===== src/dtp_defs.vh =====
`ifndef DTP_DEFS_VH
`define DTP_DEFS_VH

// ****************************************************
// Register addresses (9-bit configuration space)
// ****************************************************
`define DTP_ADDR_TEST_CFG    9'h090
`define DTP_ADDR_LOW_DP01    9'h092
`define DTP_ADDR_LOW_DP23    9'h093
`define DTP_ADDR_LOW_DP45    9'h094
`define DTP_ADDR_LOW_DP67    9'h095
`define DTP_ADDR_HIGH_ALL    9'h096
`define DTP_ADDR_SPARE_A     9'h09a
`define DTP_ADDR_SPARE_B     9'h09b

// ****************************************************
// Reset values
// ****************************************************
`define DTP_RST_TEST_CFG     16'h0000
`define DTP_RST_LOW_DP01     16'h0100
`define DTP_RST_LOW_DP23     16'h0302
`define DTP_RST_LOW_DP45     16'h0504
`define DTP_RST_LOW_DP67     16'h0706
`define DTP_RST_HIGH_ALL     16'h0000
`define DTP_RST_SPARE        16'h0000

// ****************************************************
// Field positions and widths
// ****************************************************
`define DTP_CFG_INSERT_BIT   0
`define DTP_CFG_INC_BIT      1
`define DTP_CFG_WIDTH        5
`define DTP_LOW_WIDTH        8
`define DTP_HIGH_WIDTH       2
`define DTP_VAL_WIDTH        10
`define DTP_DP_COUNT         8

// ****************************************************
// Serial frame: 9 address bits, 1 write bit, 16 data bits
// ****************************************************
`define DTP_SPI_ADDR_BITS    9
`define DTP_SPI_HDR_BITS     10
`define DTP_SPI_FRAME_BITS   26
`define DTP_SPI_DATA_BITS    16

`endif


===== src/dtp_regs.v =====
// Notes on behaviour
// - Low bytes paired, even datapath in low byte
// - High bits packed, joined above low byte
// - Low bytes reset to datapath index
// - Programmed values drive outputs only when enabled
// - Config bit 0 replaces image data
// - Config bit 1 selects incrementing pattern
// - Datapath 0 low byte resets to zero
`timescale 1ns/1ps
`default_nettype none
`include "dtp_defs.vh"

module dtp_regs #(
  parameter DP_COUNT = `DTP_DP_COUNT,
  parameter VAL_W    = `DTP_VAL_WIDTH
) (
  input  wire                      clk_sys,
  input  wire                      resetn,
  input  wire                      spi_sck,
  input  wire                      spi_ss_n,
  input  wire                      spi_mosi,
  output reg                       spi_miso_q,
  input  wire                      img_valid,
  input  wire [DP_COUNT*VAL_W-1:0] img_data,
  output reg                       out_valid_q,
  output reg  [DP_COUNT*VAL_W-1:0] out_data_q
);

  // ****************************************************
  // Local constants
  // ****************************************************
  // Counts stay 32 bits wide and are cut to the counter width on purpose
  localparam [31:0]               HDR_N          = `DTP_SPI_HDR_BITS;
  localparam [31:0]               FRAME_N        = `DTP_SPI_FRAME_BITS;
  localparam [31:0]               HDR_LAST_N     = `DTP_SPI_HDR_BITS - 1;
  localparam [31:0]               FRAME_LAST_N   = `DTP_SPI_FRAME_BITS - 1;
  localparam [4:0]                CNT_HDR        = HDR_N[4:0];
  localparam [4:0]                CNT_FRAME      = FRAME_N[4:0];
  localparam [4:0]                CNT_HDR_LAST   = HDR_LAST_N[4:0];
  localparam [4:0]                CNT_FRAME_LAST = FRAME_LAST_N[4:0];
  localparam [15:0]               RST_CFG_WORD   = `DTP_RST_TEST_CFG;
  localparam [`DTP_CFG_WIDTH-1:0] RST_CFG        = RST_CFG_WORD[`DTP_CFG_WIDTH-1:0];
  localparam [VAL_W-1:0]          RAMP_STEP      = {{(VAL_W-1){1'b0}}, 1'b1};

  // ****************************************************
  // Pin synchronisers
  // ****************************************************
  reg  [1:0] sck_s_q;
  reg  [1:0] ss_s_q;
  reg  [1:0] mosi_s_q;
  reg        sck_prev_q;

  always @(posedge clk_sys) begin
    if (!resetn) begin
      sck_s_q    <= 2'h0;
      ss_s_q     <= 2'h3;
      mosi_s_q   <= 2'h0;
      sck_prev_q <= 1'b0;
    end else begin
      sck_s_q    <= {sck_s_q[0], spi_sck};
      ss_s_q     <= {ss_s_q[0], spi_ss_n};
      mosi_s_q   <= {mosi_s_q[0], spi_mosi};
      sck_prev_q <= sck_s_q[1];
    end
  end

  wire sel  = ~ss_s_q[1];
  wire rise = sel & sck_s_q[1] & ~sck_prev_q;
  wire fall = sel & ~sck_s_q[1] & sck_prev_q;

  // ****************************************************
  // Register storage
  // ****************************************************
  reg [`DTP_CFG_WIDTH-1:0] cfg_q;
  reg [15:0]               low_q [0:3];
  reg [15:0]               high_q;
  reg [15:0]               spare_a_q;
  reg [15:0]               spare_b_q;

  // Read decode, shared by the frame logic
  function [15:0] rd_word;
    input [8:0] a;
    begin
      case (a)
        `DTP_ADDR_TEST_CFG: rd_word = {{(16-`DTP_CFG_WIDTH){1'b0}}, cfg_q};
        `DTP_ADDR_LOW_DP01: rd_word = low_q[0];
        `DTP_ADDR_LOW_DP23: rd_word = low_q[1];
        `DTP_ADDR_LOW_DP45: rd_word = low_q[2];
        `DTP_ADDR_LOW_DP67: rd_word = low_q[3];
        `DTP_ADDR_HIGH_ALL: rd_word = high_q;
        `DTP_ADDR_SPARE_A:  rd_word = spare_a_q;
        `DTP_ADDR_SPARE_B:  rd_word = spare_b_q;
        default:            rd_word = 16'h0000;
      endcase
    end
  endfunction

  // ****************************************************
  // Serial frame engine
  // ****************************************************
  reg [4:0]  bit_cnt_q;
  reg [25:0] sh_in_q;
  reg [15:0] sh_out_q;

  wire [25:0] sh_next = {sh_in_q[24:0], mosi_s_q[1]};
  wire        wr_go   = rise && (bit_cnt_q == CNT_FRAME_LAST) && sh_in_q[15];
  wire [8:0]  wr_addr = sh_next[25:17];
  wire [15:0] wr_data = sh_next[15:0];

  always @(posedge clk_sys) begin
    if (!resetn) begin
      bit_cnt_q  <= 5'h00;
      sh_in_q    <= 26'h0000000;
      sh_out_q   <= 16'h0000;
      spi_miso_q <= 1'b0;
    end else if (!sel) begin
      // Deselect aborts a partial frame, so a glitch never commits a write
      bit_cnt_q  <= 5'h00;
      sh_out_q   <= 16'h0000;
      spi_miso_q <= 1'b0;
    end else begin
      if (rise) begin
        sh_in_q <= sh_next;
        if (bit_cnt_q != CNT_FRAME) begin
          bit_cnt_q <= bit_cnt_q + 5'h01;
        end
        if (bit_cnt_q == CNT_HDR_LAST) begin
          sh_out_q <= rd_word(sh_next[9:1]);
        end
      end
      if (fall && bit_cnt_q >= CNT_HDR && bit_cnt_q < CNT_FRAME) begin
        spi_miso_q <= sh_out_q[15];
        sh_out_q   <= {sh_out_q[14:0], 1'b0};
      end
    end
  end

  always @(posedge clk_sys) begin
    if (!resetn) begin
      cfg_q     <= RST_CFG;
      low_q[0]  <= `DTP_RST_LOW_DP01;
      low_q[1]  <= `DTP_RST_LOW_DP23;
      low_q[2]  <= `DTP_RST_LOW_DP45;
      low_q[3]  <= `DTP_RST_LOW_DP67;
      high_q    <= `DTP_RST_HIGH_ALL;
      spare_a_q <= `DTP_RST_SPARE;
      spare_b_q <= `DTP_RST_SPARE;
    end else if (wr_go) begin
      case (wr_addr)
        `DTP_ADDR_TEST_CFG: cfg_q     <= wr_data[`DTP_CFG_WIDTH-1:0];
        `DTP_ADDR_LOW_DP01: low_q[0]  <= wr_data;
        `DTP_ADDR_LOW_DP23: low_q[1]  <= wr_data;
        `DTP_ADDR_LOW_DP45: low_q[2]  <= wr_data;
        `DTP_ADDR_LOW_DP67: low_q[3]  <= wr_data;
        `DTP_ADDR_HIGH_ALL: high_q    <= wr_data;
        `DTP_ADDR_SPARE_A:  spare_a_q <= wr_data;
        `DTP_ADDR_SPARE_B:  spare_b_q <= wr_data;
        default:            cfg_q     <= cfg_q;
      endcase
    end
  end

  // ****************************************************
  // Pattern insertion
  // ****************************************************
  wire insert_en = cfg_q[`DTP_CFG_INSERT_BIT];
  wire inc_en    = cfg_q[`DTP_CFG_INC_BIT];

  // Shared ramp offset; wraps at 10 bits, restarts whenever incrementing is off
  reg [VAL_W-1:0] ramp_q;
  reg [VAL_W-1:0] ramp_d;

  // Ramp only moves on valid beats, so blanking leaves the pattern still
  always @* begin
    ramp_d = ramp_q;
    if (!(insert_en && inc_en)) begin
      ramp_d = {VAL_W{1'b0}};
    end else if (img_valid) begin
      ramp_d = ramp_q + RAMP_STEP;
    end
  end

  always @(posedge clk_sys) begin
    if (!resetn) begin
      ramp_q <= {VAL_W{1'b0}};
    end else begin
      ramp_q <= ramp_d;
    end
  end

  wire [DP_COUNT*VAL_W-1:0] pat_data;

  genvar g;
  generate
    for (g = 0; g < DP_COUNT; g = g + 1) begin : g_dp
      wire [7:0]       lo   = low_q[g/2][(g%2)*8 +: 8];
      wire [1:0]       hi   = high_q[2*g +: 2];
      wire [VAL_W-1:0] base = {hi, lo};
      wire [VAL_W-1:0] ramped = base + ramp_q;
      assign pat_data[g*VAL_W +: VAL_W] = inc_en ? ramped : base;
    end
  endgenerate

  reg [DP_COUNT*VAL_W-1:0] out_data_d;

  // Stored values stay invisible unless insertion is switched on
  always @* begin
    out_data_d = insert_en ? pat_data : img_data;
  end

  always @(posedge clk_sys) begin
    if (!resetn) begin
      out_valid_q <= 1'b0;
      out_data_q  <= {DP_COUNT*VAL_W{1'b0}};
    end else begin
      out_valid_q <= img_valid;
      out_data_q  <= out_data_d;
    end
  end

endmodule
`default_nettype wire


===== config.mk =====
export PLATFORM = sky130hd
export DESIGN_NAME = dtp_regs
export DESIGN_NICKNAME = d
export VERILOG_FILES = /design/src/dtp_regs.v
export VERILOG_INCLUDE_DIRS = /design/src /design/src/src
export SDC_FILE = /design/constraint.sdc
export NUM_CORES = 1
export LEC_CHECK = 0
export ABC_AREA = 1
export BUFFER_PORTS_ARGS = -buffer_cell sky130_fd_sc_hd__buf_2
export CAP_MARGIN = 5
export CORE_MARGIN = 2
export CORE_UTILIZATION = 50
export CTS_BUF_LIST = sky130_fd_sc_hd__clkbuf_4 sky130_fd_sc_hd__clkbuf_8
export DETAILED_ROUTE_END_ITERATION = 10
export PLACE_DENSITY = 0.75
export SETUP_SLACK_MARGIN = 0.15
export SYNTH_ARGS = -nofsm -noshare
export SYNTH_HDL_FRONTEND = slang
export SYNTH_SLANG_ARGS = --single-unit

===== constraint.sdc =====
create_clock -name clk_sys -period 2.7 [get_ports clk_sys]
set_clock_uncertainty 0.15 [all_clocks]
set_input_delay 0.135 -clock clk_sys [delete_from_list [all_inputs] [get_ports clk_sys]]
set_output_delay 0.135 -clock clk_sys [all_outputs]
set_load 0.02 [all_outputs]

* After elaboration in Yosys (flattened, before gate mapping)
Memory sizes are Yosys's and may differ from the RTL's.
Index checks and enable logic that the tools add are counted.
Widths: inputs -> output; s select.
** Storage, ports and cells
- Bits in latches :: 0
- Memories :: 1
- Logic and storage cells :: 112
- Input port bits :: 86
- Output and inout port bits :: 82
- ROM bits :: 0
- Register bits after elaboration :: 198
- Bits in writable memories :: 64
** Memories
- low_q :: depth 4, bits a word 16, rd ports 4, clocked after memory_dff 0, write ports 4, line dtp_regs.v:75 : reg [15:0] low_q [0:3];
** Operators by class
- Bitwise gates (word level) :: 12
- Shifts and indexed selects :: 0
- Equal/unequal tests :: 19
- Order comparisons :: 2
- Add/sub/neg operators :: 10
- Reduce and logical (&&, ||, !) cells :: 18
- Div/mod/pow operators :: 0
- Multipliers :: 0
- Muxes and demuxes :: 34
** Operators with widths (number)
- $eq 9x8->1 const B :: 16
- $pmux 16 s8 :: 1
- $mux 16 :: 7
- $add 10x10->10 :: 8
- $mux 10 :: 8
- $mux 80 :: 1
- $reduce_and 2->1 :: 9
- $mux 1 :: 17
- $add 10x1->10 const B :: 1
- $add 5x1->5 const B :: 1
- $eq 5x4->1 const B :: 1
- $eq 5x5->1 const B :: 1
- $ge 5x4->1 const B :: 1
- $logic_and 1x1->1 :: 5
- $lt 5x5->1 const B :: 1
- $ne 5x5->1 const B :: 1
- $and 1x1->1 :: 4
- $not 1->1 :: 4
- $or 1x1->1 :: 4
- $reduce_bool 2->1 :: 2
- $reduce_or 3->1 :: 1
- $reduce_or 2->1 :: 1

* Longest topological paths before layout
Gate-level depths: netlist of the first run.
- Word-level depth :: 9
- Gate-level depth with buffers :: 13
- Depth with buffers taken out :: 13

* Worst setup path before layout of the first run
No wires, ideal clock.
- Path kind :: reg2reg
- Start :: register ramp_q[1]
- End :: register out_data_q[6]
- Setup time :: 132 ps
- Setup slack :: 436 ps
- Required time :: 2418 ps
- Cell stages (with the launch flop) :: 11
- Period minus slack after synthesis :: 2264 ps
- Buffers on the path :: 0
- Data arrival time :: 1982 ps
- Cells stage by stage :: dfxtp_1 -> inv_1 -> fa_1 -> inv_1 -> nand3_1 -> nand2_1 -> nand3_1 -> nand3_1 -> nand2_1 -> o21ai_0 -> a21oi_1
** On the way
- Cells in the longest elaborated chain, start to end :: 3
** RTL lines
- start: declaration :: line dtp_regs.v:170 : reg [VAL_W-1:0] ramp_q;
- start signal: assignment :: line dtp_regs.v:185 : ramp_q <= {VAL_W{1'b0}};
- start signal: assignment :: line dtp_regs.v:187 : ramp_q <= ramp_d;
- $add 10x10->10 :: line dtp_regs.v:199 : wire [VAL_W-1:0] ramped = base + ramp_q;
- $mux 10 :: line dtp_regs.v:200 : assign pat_data[g*VAL_W +: VAL_W] = inc_en ? ramped : base;
- $mux 80 :: line dtp_regs.v:208 : out_data_d = insert_en ? pat_data : img_data;
- end signal: assignment :: line dtp_regs.v:214 : out_data_q <= {DP_COUNT*VAL_W{1'b0}};
- end signal: assignment :: line dtp_regs.v:217 : out_data_q <= out_data_d;
- end: declaration :: line dtp_regs.v:26 : output reg [DP_COUNT*VAL_W-1:0] out_data_q
Every way passes these cells.
A chain may end at the register's enable or synchronous reset.

* Worst setup path after layout of the first run
- Start :: register ramp_q[0]
- End :: register out_data_q[1]
Same word-level chain as after synthesis.

==> results of run 1 <==
per-layer routing:
metal	track usage, %	routed length (um)
met1	46.8	22900
met2	55.1	24500
met3	5.75	5400
met4	11.0	1900
met5	0	0
cell type report:
| type | instances | share of cell area [%] |
|---|---|---|
| Multi-Input combinational cell | 1592 | 43.0 |
| Sequential cell | 262 | 31.6 |
| Timing Repair Buffer | 337 | 13.3 |
| Clock buffer | 66 | 4.41 |
| Inverter | 213 | 4.31 |
| Tap cell | 390 | 2.62 |
| Clock inverter | 20 | 0.719 |
worst max-delay path by stage:
stage	startpoint	end	slack (ns)	depth (start not counted)
finish	ramp_q[0]	out_data_q[1]	0.25	8
CTS	ramp_q[0]	out_data_q[1]	0.17	8
floorplan	ramp_q[1]	out_data_q[6]	0.44	10
detailed placement	ramp_q[0]	out_data_q[18]	0.31	12
global placement	ramp_q[0]	out_data_q[18]	0.36	12
global route	ramp_q[0]	out_data_q[1]	0.16	8
layout by cell type (no fill, tap or decap), drive strengths merged, types with 6 or more instances in the layout:
cell and instances:
a21oi 256, buf 233, clkbuf 66, clkinv 15
dfxtp 198, dlygate4sd3 104, edfxtp 64, fa 8
ha 76, inv 212, nand2 484, nand3 231
nand4 16, nor2 284, nor3 12, o211ai 12
o21ai 160, o21bai 9, o221ai 6, or2 6
xor2 13
per-stage QoR:
| step | setup WS (ns) | power (mW) | area, um^2 | utilization [%] |
|---|---|---|---|---|
| after detailed placement | 0.309 | 4.79 | 16600 | 55.7 |
| after floorplan | 0.436 | 4.55 | 15200 | - |
| after global placement | 0.357 | 4.78 | 16600 | 55.7 |
| after global routing | 0.160 | 8.94 | 18600 | 62.5 |
| after CTS | 0.173 | 8.69 | 18600 | 62.4 |
| final | 0.249 | 8.66 | 18600 | 62.5 |
synth_stat cells, types with 6 or more instances:
cell and number:
a21oi_1 256, buf_1 13, o21ai_1 7, buf_6 9, nor3_1 7, nand4_1 15
dfxtp_1 198, o21bai_1 9, o21ai_0 153, clkbuf_1 51, edfxtp_1 64, o221ai_1 6
inv_1 203, fa_1 8, buf_2 22, o211ai_1 12, nand2_1 479, ha_1 76
or2_2 6, nand3_1 231, xor2_1 13, inv_2 9, nor2_1 278, buf_4 7
registers in the layout, indices dropped and copies added (netlist names):
register,flops
out_data_q,80
low_q,64
sh_in_q,25
high_q,16
sh_out_q,16
spare_a_q,16
spare_b_q,16
ramp_q,10
bit_cnt_q,5
cfg_q,5
mosi_s_q,2
sck_s_q,2
ss_s_q,2
out_valid_q,1
sck_prev_q,1
spi_miso_q,1
timing repair:
item,in CTS,in global routing
setup endpoints to repair,0,6
setup buffers,0,2
gates resized for setup,0,5
hold buffers,104,0
hold endpoints to repair,101,0
power breakdown:
group          internal, mW  switching, mW  leakage [nW]
clock                  2.07           1.75         0.503
combinational         0.282          0.368          5.79
sequential             4.12         0.0699          2.23
kinds of logic (layout without fill, tap and decap cells):
| logic type | count (synthesis) | after routing | share of synthesized area, % |
|---|---|---|---|
| fa+ha+maj | 84 | 84 | 7.31 |
| simple gates | 1042 | 1042 | 29.0 |
| buf+inv | 315 | 636 | 8.58 |
| flops | 262 | 262 | 38.7 |
| compound gates | 449 | 449 | 15.4 |
| xor+xnor | 17 | 17 | 0.980 |
worst register-to-register path, delay by kind of cell, from the launching register on:
kind	cells	cell delay, ns
adder cells (fa/ha/maj)	2	0.64
buffers and inverters	4	0.85
AO/OA/AOI/OAI	2	0.39
flip-flops	1	0.38
==> results.md, run 1 <==
- CP top delay family: buffers and inverters
- Hold Startpoint: spi_sck
- Post-Synthesis Net Count: 2339
- Max-cap violations: 0
- CP Cell Sequence: buf_4 -> ha_1 -> inv_1 -> fa_1 -> o21ai_0 -> o211ai_1 -> inv_1 -> dlygate4sd3_1
- Dpl cells: 2688
- Cells on worst reg2reg path: 8
- Slew Viols, Final: 0
- Outcome: complete, no violations
- Worst hold endpoint: sck_s_q[0]
- Sink Count: 262
- Final cell count without fillers: 2880
- Root Driver: clkbuf_8
- Number of diodes: 0
- DP HPWL: 38800 um
- Distinct cells, synth: 39
- Synth-to-layout area growth: 22.6%
- IO Port Bufs: 167
- Unrepaired setup endpoints after global routing: false
- Crit Path Class: reg -> reg
- R2R Setup Slk: 0.25 ns
- Hold/Removal Path Class: in -> reg
- Cell Rows: 63
- CTS clk-pin slew, worst paths: 0.06 ns
- Worst Tran Pin Value: 0.564 ns
- Die Y: 178 um
- Io pins: 168
- LEAKAGE: 8.53 nW
- Detailed-router iteration count before antenna repair: 6
- Cts bufs inserted: 46
- Reg-to-Reg Start: ramp_q[0]
- CP required: 3.08 ns
- Syn_area_per_cell: 7.00 um^2
- Vias/cell: 5.60
- Yosys warns: 0
- Setup violators final: 0
- Worst hold path depth: 4
- CP bufs+invs: 4
- Yosys reg bits: 262
- Hold slack: 0.137 ns
- Number of synthesized flops with an enable pin: 64
- Final hold vios: 0
- CP Max Fanout: 7
- Vias: 16100
- Total GRT Usage: 34.2%
- First-pass GRT wire length: 83100 um
- Area of the multi-input gates: 8010 um^2
- DRC violation total after the first TritonRoute iteration: 1919
- Die width: 178 um
- H-tree levels: 2
- Total power density per cell area: 465 nW/um^2
- Post-synthesis sequential area ratio: 38.7%
- Worst EP arrival: 2.83 ns
- Initial antenna violation count: 0
- Post-synthesis async set-or-reset flop share: 0%
- Worst skew pair latency: 0.58 ns
- Ratio of final minimum period to clock period: 90.8%
- Share of layout cells above drive strength 1: 14.3%
- Slowest-stage cell, CP: dlygate4sd3_1
- Primary FF master, synth: dfxtp_1
- Max transition margin: 62.3%
- Setup crit start kind: register
- Nets: 2622
- Register area: 5890 um^2
- Post-route DRC violation count: 0
- Area leader, netlist: dfxtp_1
- Vias in the first global route: 14700
- Cell with the most instances on the worst path: inv_1
- Pin count of the biggest net entering global routing: 98
- Initial Util: 51.0%
- Max clock buf depth: 3
- Setup Total Neg Slack: 0 ns
- Top-area cell type share of the netlist area: 26.1%
- Routed Wire Length: 54600 um
- Critical path's largest stage delay: 0.53 ns
- Min Clock Period, post-route: 2.45 ns
- FMAX: 0.408 GHz
- CTS tree: yes
- Remaining global-route overflow: 0
- Routability congestion estimate: 1.00
- Synth top area cells: dfxtp_1 26%, edfxtp_1 13%, nand2_1 12%
- Die Area: 31800 um^2
- ANT nets after route: 0
- Cell Area, Synth: 15200 um^2
- R2r endpoint: out_data_q[1]
- Core Area: 29800 um^2
- Fillers: 2760
- Worst vdd ir: 0.347 mV
- DR WL/cell: 19.0 um
- CP Capture Type: register
- Post-Synthesis Cells: 2169
Power figures use the tool's default switching activity.
==> run 2: changes to the inputs <==
Settings changed: GPL_TIMING_DRIVEN from default to 0.
==> run 2 against run 1 <==
- flip-flop and latch count stayed put
- sequential power about the same
- sequential share of layout area up 0.28 points
- first-iteration DRC count up 0.99%
- worst hold slack worse by 0.083 ns
- clock power grew 4%
- global-route usage up 6.0 points
- final cell count increased by 0.69%
- critical path depth decreased by 1
- highest routed layer is now met5
==> results.md, run 2 (synthesis gave the netlist of run 1 again) <==
- Vias in the first global route: 15200
- LEAKAGE: 8.46 nW
- CP required: 3.09 ns
- Detailed-router iteration count before antenna repair: 5
- DP HPWL: 48800 um
- Setup violators final: 0
- IO Port Bufs: 166
- Worst vdd ir: 0.474 mV
- Hold/Removal Path Class: in -> reg
- First-pass GRT wire length: 92800 um
- Worst hold path depth: 4
- Synth-to-layout area growth: 21.9%
- Cell Rows: 63
- R2R Setup Slk: 0.21 ns
- Cts bufs inserted: 45
- Min Clock Period, post-route: 2.49 ns
- Critical path's largest stage delay: 0.54 ns
- Worst skew pair latency: 0.61 ns
- Util after Layout: 62.1%
- Most common cell after layout, fill and taps aside: nand2_1
- Sink Count: 262
- Die Area: 31800 um^2
- Share of layout cells above drive strength 1: 13.9%
- Cells on worst reg2reg path: 7
- CP Capture Type: register
- Max clock buf depth: 3
- ANT nets after route: 0
- Worst EP arrival: 2.88 ns
- FMAX: 0.402 GHz
- Setup crit start kind: register
- Number of diodes: 0
- DRC violation total after the first TritonRoute iteration: 1938
- Pin count of the biggest net entering global routing: 17
- Unrepaired setup endpoints after global routing: true
- Setup Total Neg Slack: 0 ns
- Total power density per cell area: 477 nW/um^2
- Ratio of final minimum period to clock period: 92.2%
- Vias: 16800
- CP Max Fanout: 10
- Post-route DRC violation count: 0
- Io pins: 168
- CTS clk-pin slew, worst paths: 0.06 ns
- Die Y: 178 um
- H-tree levels: 2
- Remaining global-route overflow: 0
- Max transition margin: 31.6%
- Initial Util: 51.0%
- Vias/cell: 5.80
- Routed Wire Length: 64800 um
- Final hold vios: 0
- Slew Viols, Final: 0
- Core Area: 29800 um^2
- Root Driver: clkbuf_8
- Die width: 178 um
- Crit Path Class: reg -> reg
- Total GRT Usage: 40.2%
- Nets: 2644
- CTS tree: yes
- Worst Tran Pin Value: 1.03 ns
- Slowest-stage cell, CP: clkbuf_1
- CP Cell Sequence: clkbuf_1 -> clkbuf_1 -> buf_2 -> nand2_1 -> nand3_1 -> nand2_1 -> inv_1
- Initial antenna violation count: 2
- Max-cap violations: 0
- Most flops, register: out_data_q
- Top flop regs: out_data_q x80, low_q x64, sh_in_q x25
- Outcome: complete, no violations
- Commonest non-fill, non-tap cells in the layout: 474 x nand2_1, 278 x nor2_1, 256 x a21oi_1
- Routability congestion estimate: 1.05
- Largest register FFs: 80
- DR WL/cell: 22.4 um
[run 2: changes by cell type in the layout (fill, tap and decap cells not counted), moves of 6 or more]
cell           previous run  this run
buf_2                   166       189
buf_12                    8         0
buf_1                     0         9
buf_4                    59        12
buf_6                     0         9
clkbuf_8                 52        61
dfxtp_1                 195       189
dlygate4sd3_1           104        85
clkbuf_1                  0        50
[run 2: repair_timing]
| item | 4_1_cts | 5_1_grt |
|---|---|---|
| hold buffers | 85 | 0 |
| gates cloned | 0 | 2 |
| resized for setup | 23 | 14 |
| setup endpoints to repair | 115 | 65 |
| endpoints found under the hold margin | 94 | 0 |
| pin swaps | 0 | 2 |
| buffers inserted | 2 | 3 |
[run 2: worst paths after layout]
check	startpoint	endpoint
max	cfg_q[1]	out_data_q[9]
min	resetn	sh_in_q[2]
max reg2reg	cfg_q[1]	out_data_q[9]
min reg2reg	mosi_s_q[0]	mosi_s_q[1]
[run 2: routing by layer]
| layer | share of wire [%] | global-route usage [%] | vias to the layer above |
|---|---|---|---|
| li1 | - | - | 7803 |
| met1 | 39 | 51.7 | 7692 |
| met2 | 44 | 63.9 | 1092 |
| met3 | 11 | 8.21 | 224 |
| met4 | 5.9 | 21.3 | 2 |
| met5 | 0.020 | 0 | - |
[run 2: area by class of cell]
| type | count | area, um^2 |
|---|---|---|
| multi-input cells | 1594 | 8060 |
| repair buffers | 256 | 1720 |
| clock inverters | 10 | 80.1 |
| well taps | 390 | 488 |
| flip-flops and latches | 262 | 5900 |
| clock buffers | 73 | 930 |
| inverters | 213 | 803 |
| plain buffers | 102 | 523 |
| fillers | 2743 | 11300 |
[run 2: stage by stage]
stage	hold slack (ns)	worst slack, ns	area [um^2]	total power [mW]	instances
6_report	0.0546	0.212	18500	8.84	2900
5_1_grt	0.0668	0.135	18500	9.05	2900
4_1_cts	0.0138	0.153	18400	8.82	2895
3_5_place_dp	0.173	-0.712	16500	4.80	2725
3_3_place_gp	0.172	-0.740	16500	4.80	2725
2_1_floorplan	0.0785	0.436	15200	4.55	2169
[run 2: power breakdown]
| part | switching, mW | total [mW] | internal [mW] |
|---|---|---|---|
| combinational | 0.392 | 0.652 | 0.259 |
| sequential | 0.0769 | 4.19 | 4.11 |
| clock | 1.72 | 3.99 | 2.27 |
[run 2: worst max-delay path: cells and delay by family (launching register included)]
family                 cells  cell delay [ns]
flip-flops                 1             0.31
buffers and inverters      4             1.42
AND/OR/NAND/NOR            3             0.53
==> run 3: changes to the inputs <==
Settings changed: PLACE_DENSITY 0.75 to 0.67.
==> run 3 against run 2 <==
- setup slack got worse by 0.057 ns
- design area decreased by 0.28%
- sequential share of layout area increased by 0.12 points
- combinational power about the same
- first-iteration DRC count decreased by 9.8%
- clock-buffer cell count decreased by 3
- non-clock buffer count increased by 1
- final cell count unchanged
- via count increased by 0.42%
- register-to-register slack got worse by 0.06 ns
- core utilization decreased by 0.17 points
==> results.md, run 3 (synthesis gave the netlist of run 1 again) <==
- Slew Viols, Final: 0
- Setup crit start kind: register
- FMAX: 0.393 GHz
- CP bufs+invs: 2
- Min Clock Period, post-route: 2.55 ns
- Commonest non-fill, non-tap cells in the layout: 475 x nand2_1, 278 x nor2_1, 256 x a21oi_1
- Nets: 2644
- Outcome: complete, no violations
- Cts bufs inserted: 46
- Die Y: 178 um
- CP Cell Sequence: ha_1 -> inv_1 -> fa_1 -> inv_1 -> nand3_1 -> nand2_1 -> nand3_1 -> nand3_1 -> nand2_1 -> o21ai_1 -> a21oi_1
- CTS tree: yes
- Initial antenna violation count: 0
- Setup Total Neg Slack: 0 ns
- Worst EP arrival: 2.83 ns
- Die width: 178 um
- Cell Rows: 63
- Vias: 16900
- Cell with the most instances on the worst path: nand3_1
- Die Area: 31800 um^2
- Worst vdd ir: 0.528 mV
- DRC violation total after the first TritonRoute iteration: 1749
- Vias/cell: 5.82
- Routed Wire Length: 66600 um
- Share of layout cells above drive strength 1: 13.7%
- CP required: 2.98 ns
- R2r endpoint: out_data_q[6]
- GRT met3 Usage: 9.19%
- Crit Path Class: reg -> reg
- Slowest-stage cell, CP: edfxtp_1
- Cells on worst reg2reg path: 11
- Top flop regs: out_data_q x80, low_q x64, sh_in_q x25
- Final hold vios: 0
- Sink Count: 262
- Final instance area: 18500 um^2
- H-tree levels: 2
- LEAKAGE: 8.43 nW
- CP Max Fanout: 4
- CP Capture Type: register
- Post-DP Area: 16500 um^2
- Post-route DRC violation count: 0
- First-pass GRT wire length: 96100 um
- Core Area: 29800 um^2
- Total power density per cell area: 475 nW/um^2
- CTS clk-pin slew, worst paths: 0.07 ns
- Initial Util: 51.0%
- Setup violators final: 0
- Root Driver: clkbuf_8
- Hold slack: 0.0586 ns
- Hold/Removal Path Class: in -> reg
- Final cell count without fillers: 2900
- CP top delay family: adder cells
- Critical path's largest stage delay: 0.49 ns
- Max clock buf depth: 3
- IO Port Bufs: 166
- Max-cap violations: 0
- Most flops, register: out_data_q
- DR WL/cell: 23.0 um
- Unrepaired setup endpoints after global routing: true
- Number of diodes: 0
- DP HPWL: 49600 um
- Total GRT Usage: 41.7%
- Busiest layer in global routing: met2
- Remaining global-route overflow: 0
- GRT met2 Usage: 64.9%
- Vias in the first global route: 15500
- Synth-to-layout area growth: 21.5%
- Worst hold path depth: 4
- Detailed-router iteration count before antenna repair: 6
- Io pins: 168
- Ratio of final minimum period to clock period: 94.3%
- Largest register FFs: 80
- Most common cell after layout, fill and taps aside: nand2_1
- Routing usage on met1: 54.2%
- Hold Startpoint: resetn
- R2R Setup Slk: 0.15 ns
- Routability congestion estimate: 1.05
- Worst hold endpoint: sh_in_q[18]
- Dpl cells: 2725
- ANT nets after route: 0
- Util after Layout: 61.9%
- Worst skew pair latency: 0.58 ns
- Pin count of the biggest net entering global routing: 17
- Max transition margin: 29.6%
- Reg-to-Reg Start: low_q[0][0]
- Worst Tran Pin Value: 1.06 ns
-- run 3: repair_timing --
action | 4_1_cts | 5_1_grt
hold buffers | 85 | 0
endpoints found under the hold margin | 93 | 0
buffers inserted | 4 | 2
setup endpoints to repair | 114 | 64
gates resized for setup | 18 | 20
-- run 3: power by group --
part	total, mW	leakage [nW]	switching [mW]	internal, mW
Sequential	4.19	2.23	0.0761	4.11
Combinational	0.649	5.68	0.392	0.258
Clock	3.94	0.515	1.75	2.19
-- run 3: per-layer routing --
metal / routed length, um / share of wire [%] / vias up
li1: - / - / 7800
met1: 26200 / 39 / 7778
met4: 4310 / 6.5 / 0
met5: 0 / 0 / -
met3: 7520 / 11 / 245
met2: 28600 / 43 / 1060
-- run 3: layout make-up --
| cell class | count | area [um^2] |
|---|---|---|
| plain buffers | 102 | 528 |
| clock buffers | 70 | 882 |
| clock inverters | 14 | 103 |
| fillers | 2805 | 11300 |
| inverters | 213 | 803 |
| multi-input cells | 1592 | 8020 |
| flip-flops and latches | 262 | 5910 |
| well taps | 390 | 488 |
| repair buffers | 257 | 1730 |
-- run 3: worst max-delay path by stage --
stage / start / end / cells past startpoint
2_1_floorplan: ramp_q[1] / out_data_q[6] / 10
3_3_place_gp: ramp_q[1] / out_data_q[6] / 10
3_5_place_dp: ramp_q[1] / out_data_q[6] / 10
4_1_cts: sck_s_q[1] / low_q[3][13] / 8
5_1_grt: ramp_q[0] / out_data_q[18] / 11
6_report: low_q[0][0] / out_data_q[6] / 11
-- run 3: worst register-to-register path, cell delays in order (launching register included) --
cell and delay (ns):
edfxtp_1 0.49, ha_1 0.25, inv_1 0.08, fa_1 0.43, inv_1 0.12, nand3_1 0.09, nand2_1 0.16, nand3_1 0.13
nand3_1 0.09, nand2_1 0.05, o21ai_1 0.27, a21oi_1 0.10
-- run 3: per-stage QoR --
stage | worst slack (ns) | power (mW)
CTS | 0.0470 | 8.75
floorplan | 0.436 | 4.55
global route | 0.107 | 8.98
detailed placement | -0.871 | 4.80
global placement | -0.777 | 4.79
finish | 0.154 | 8.77
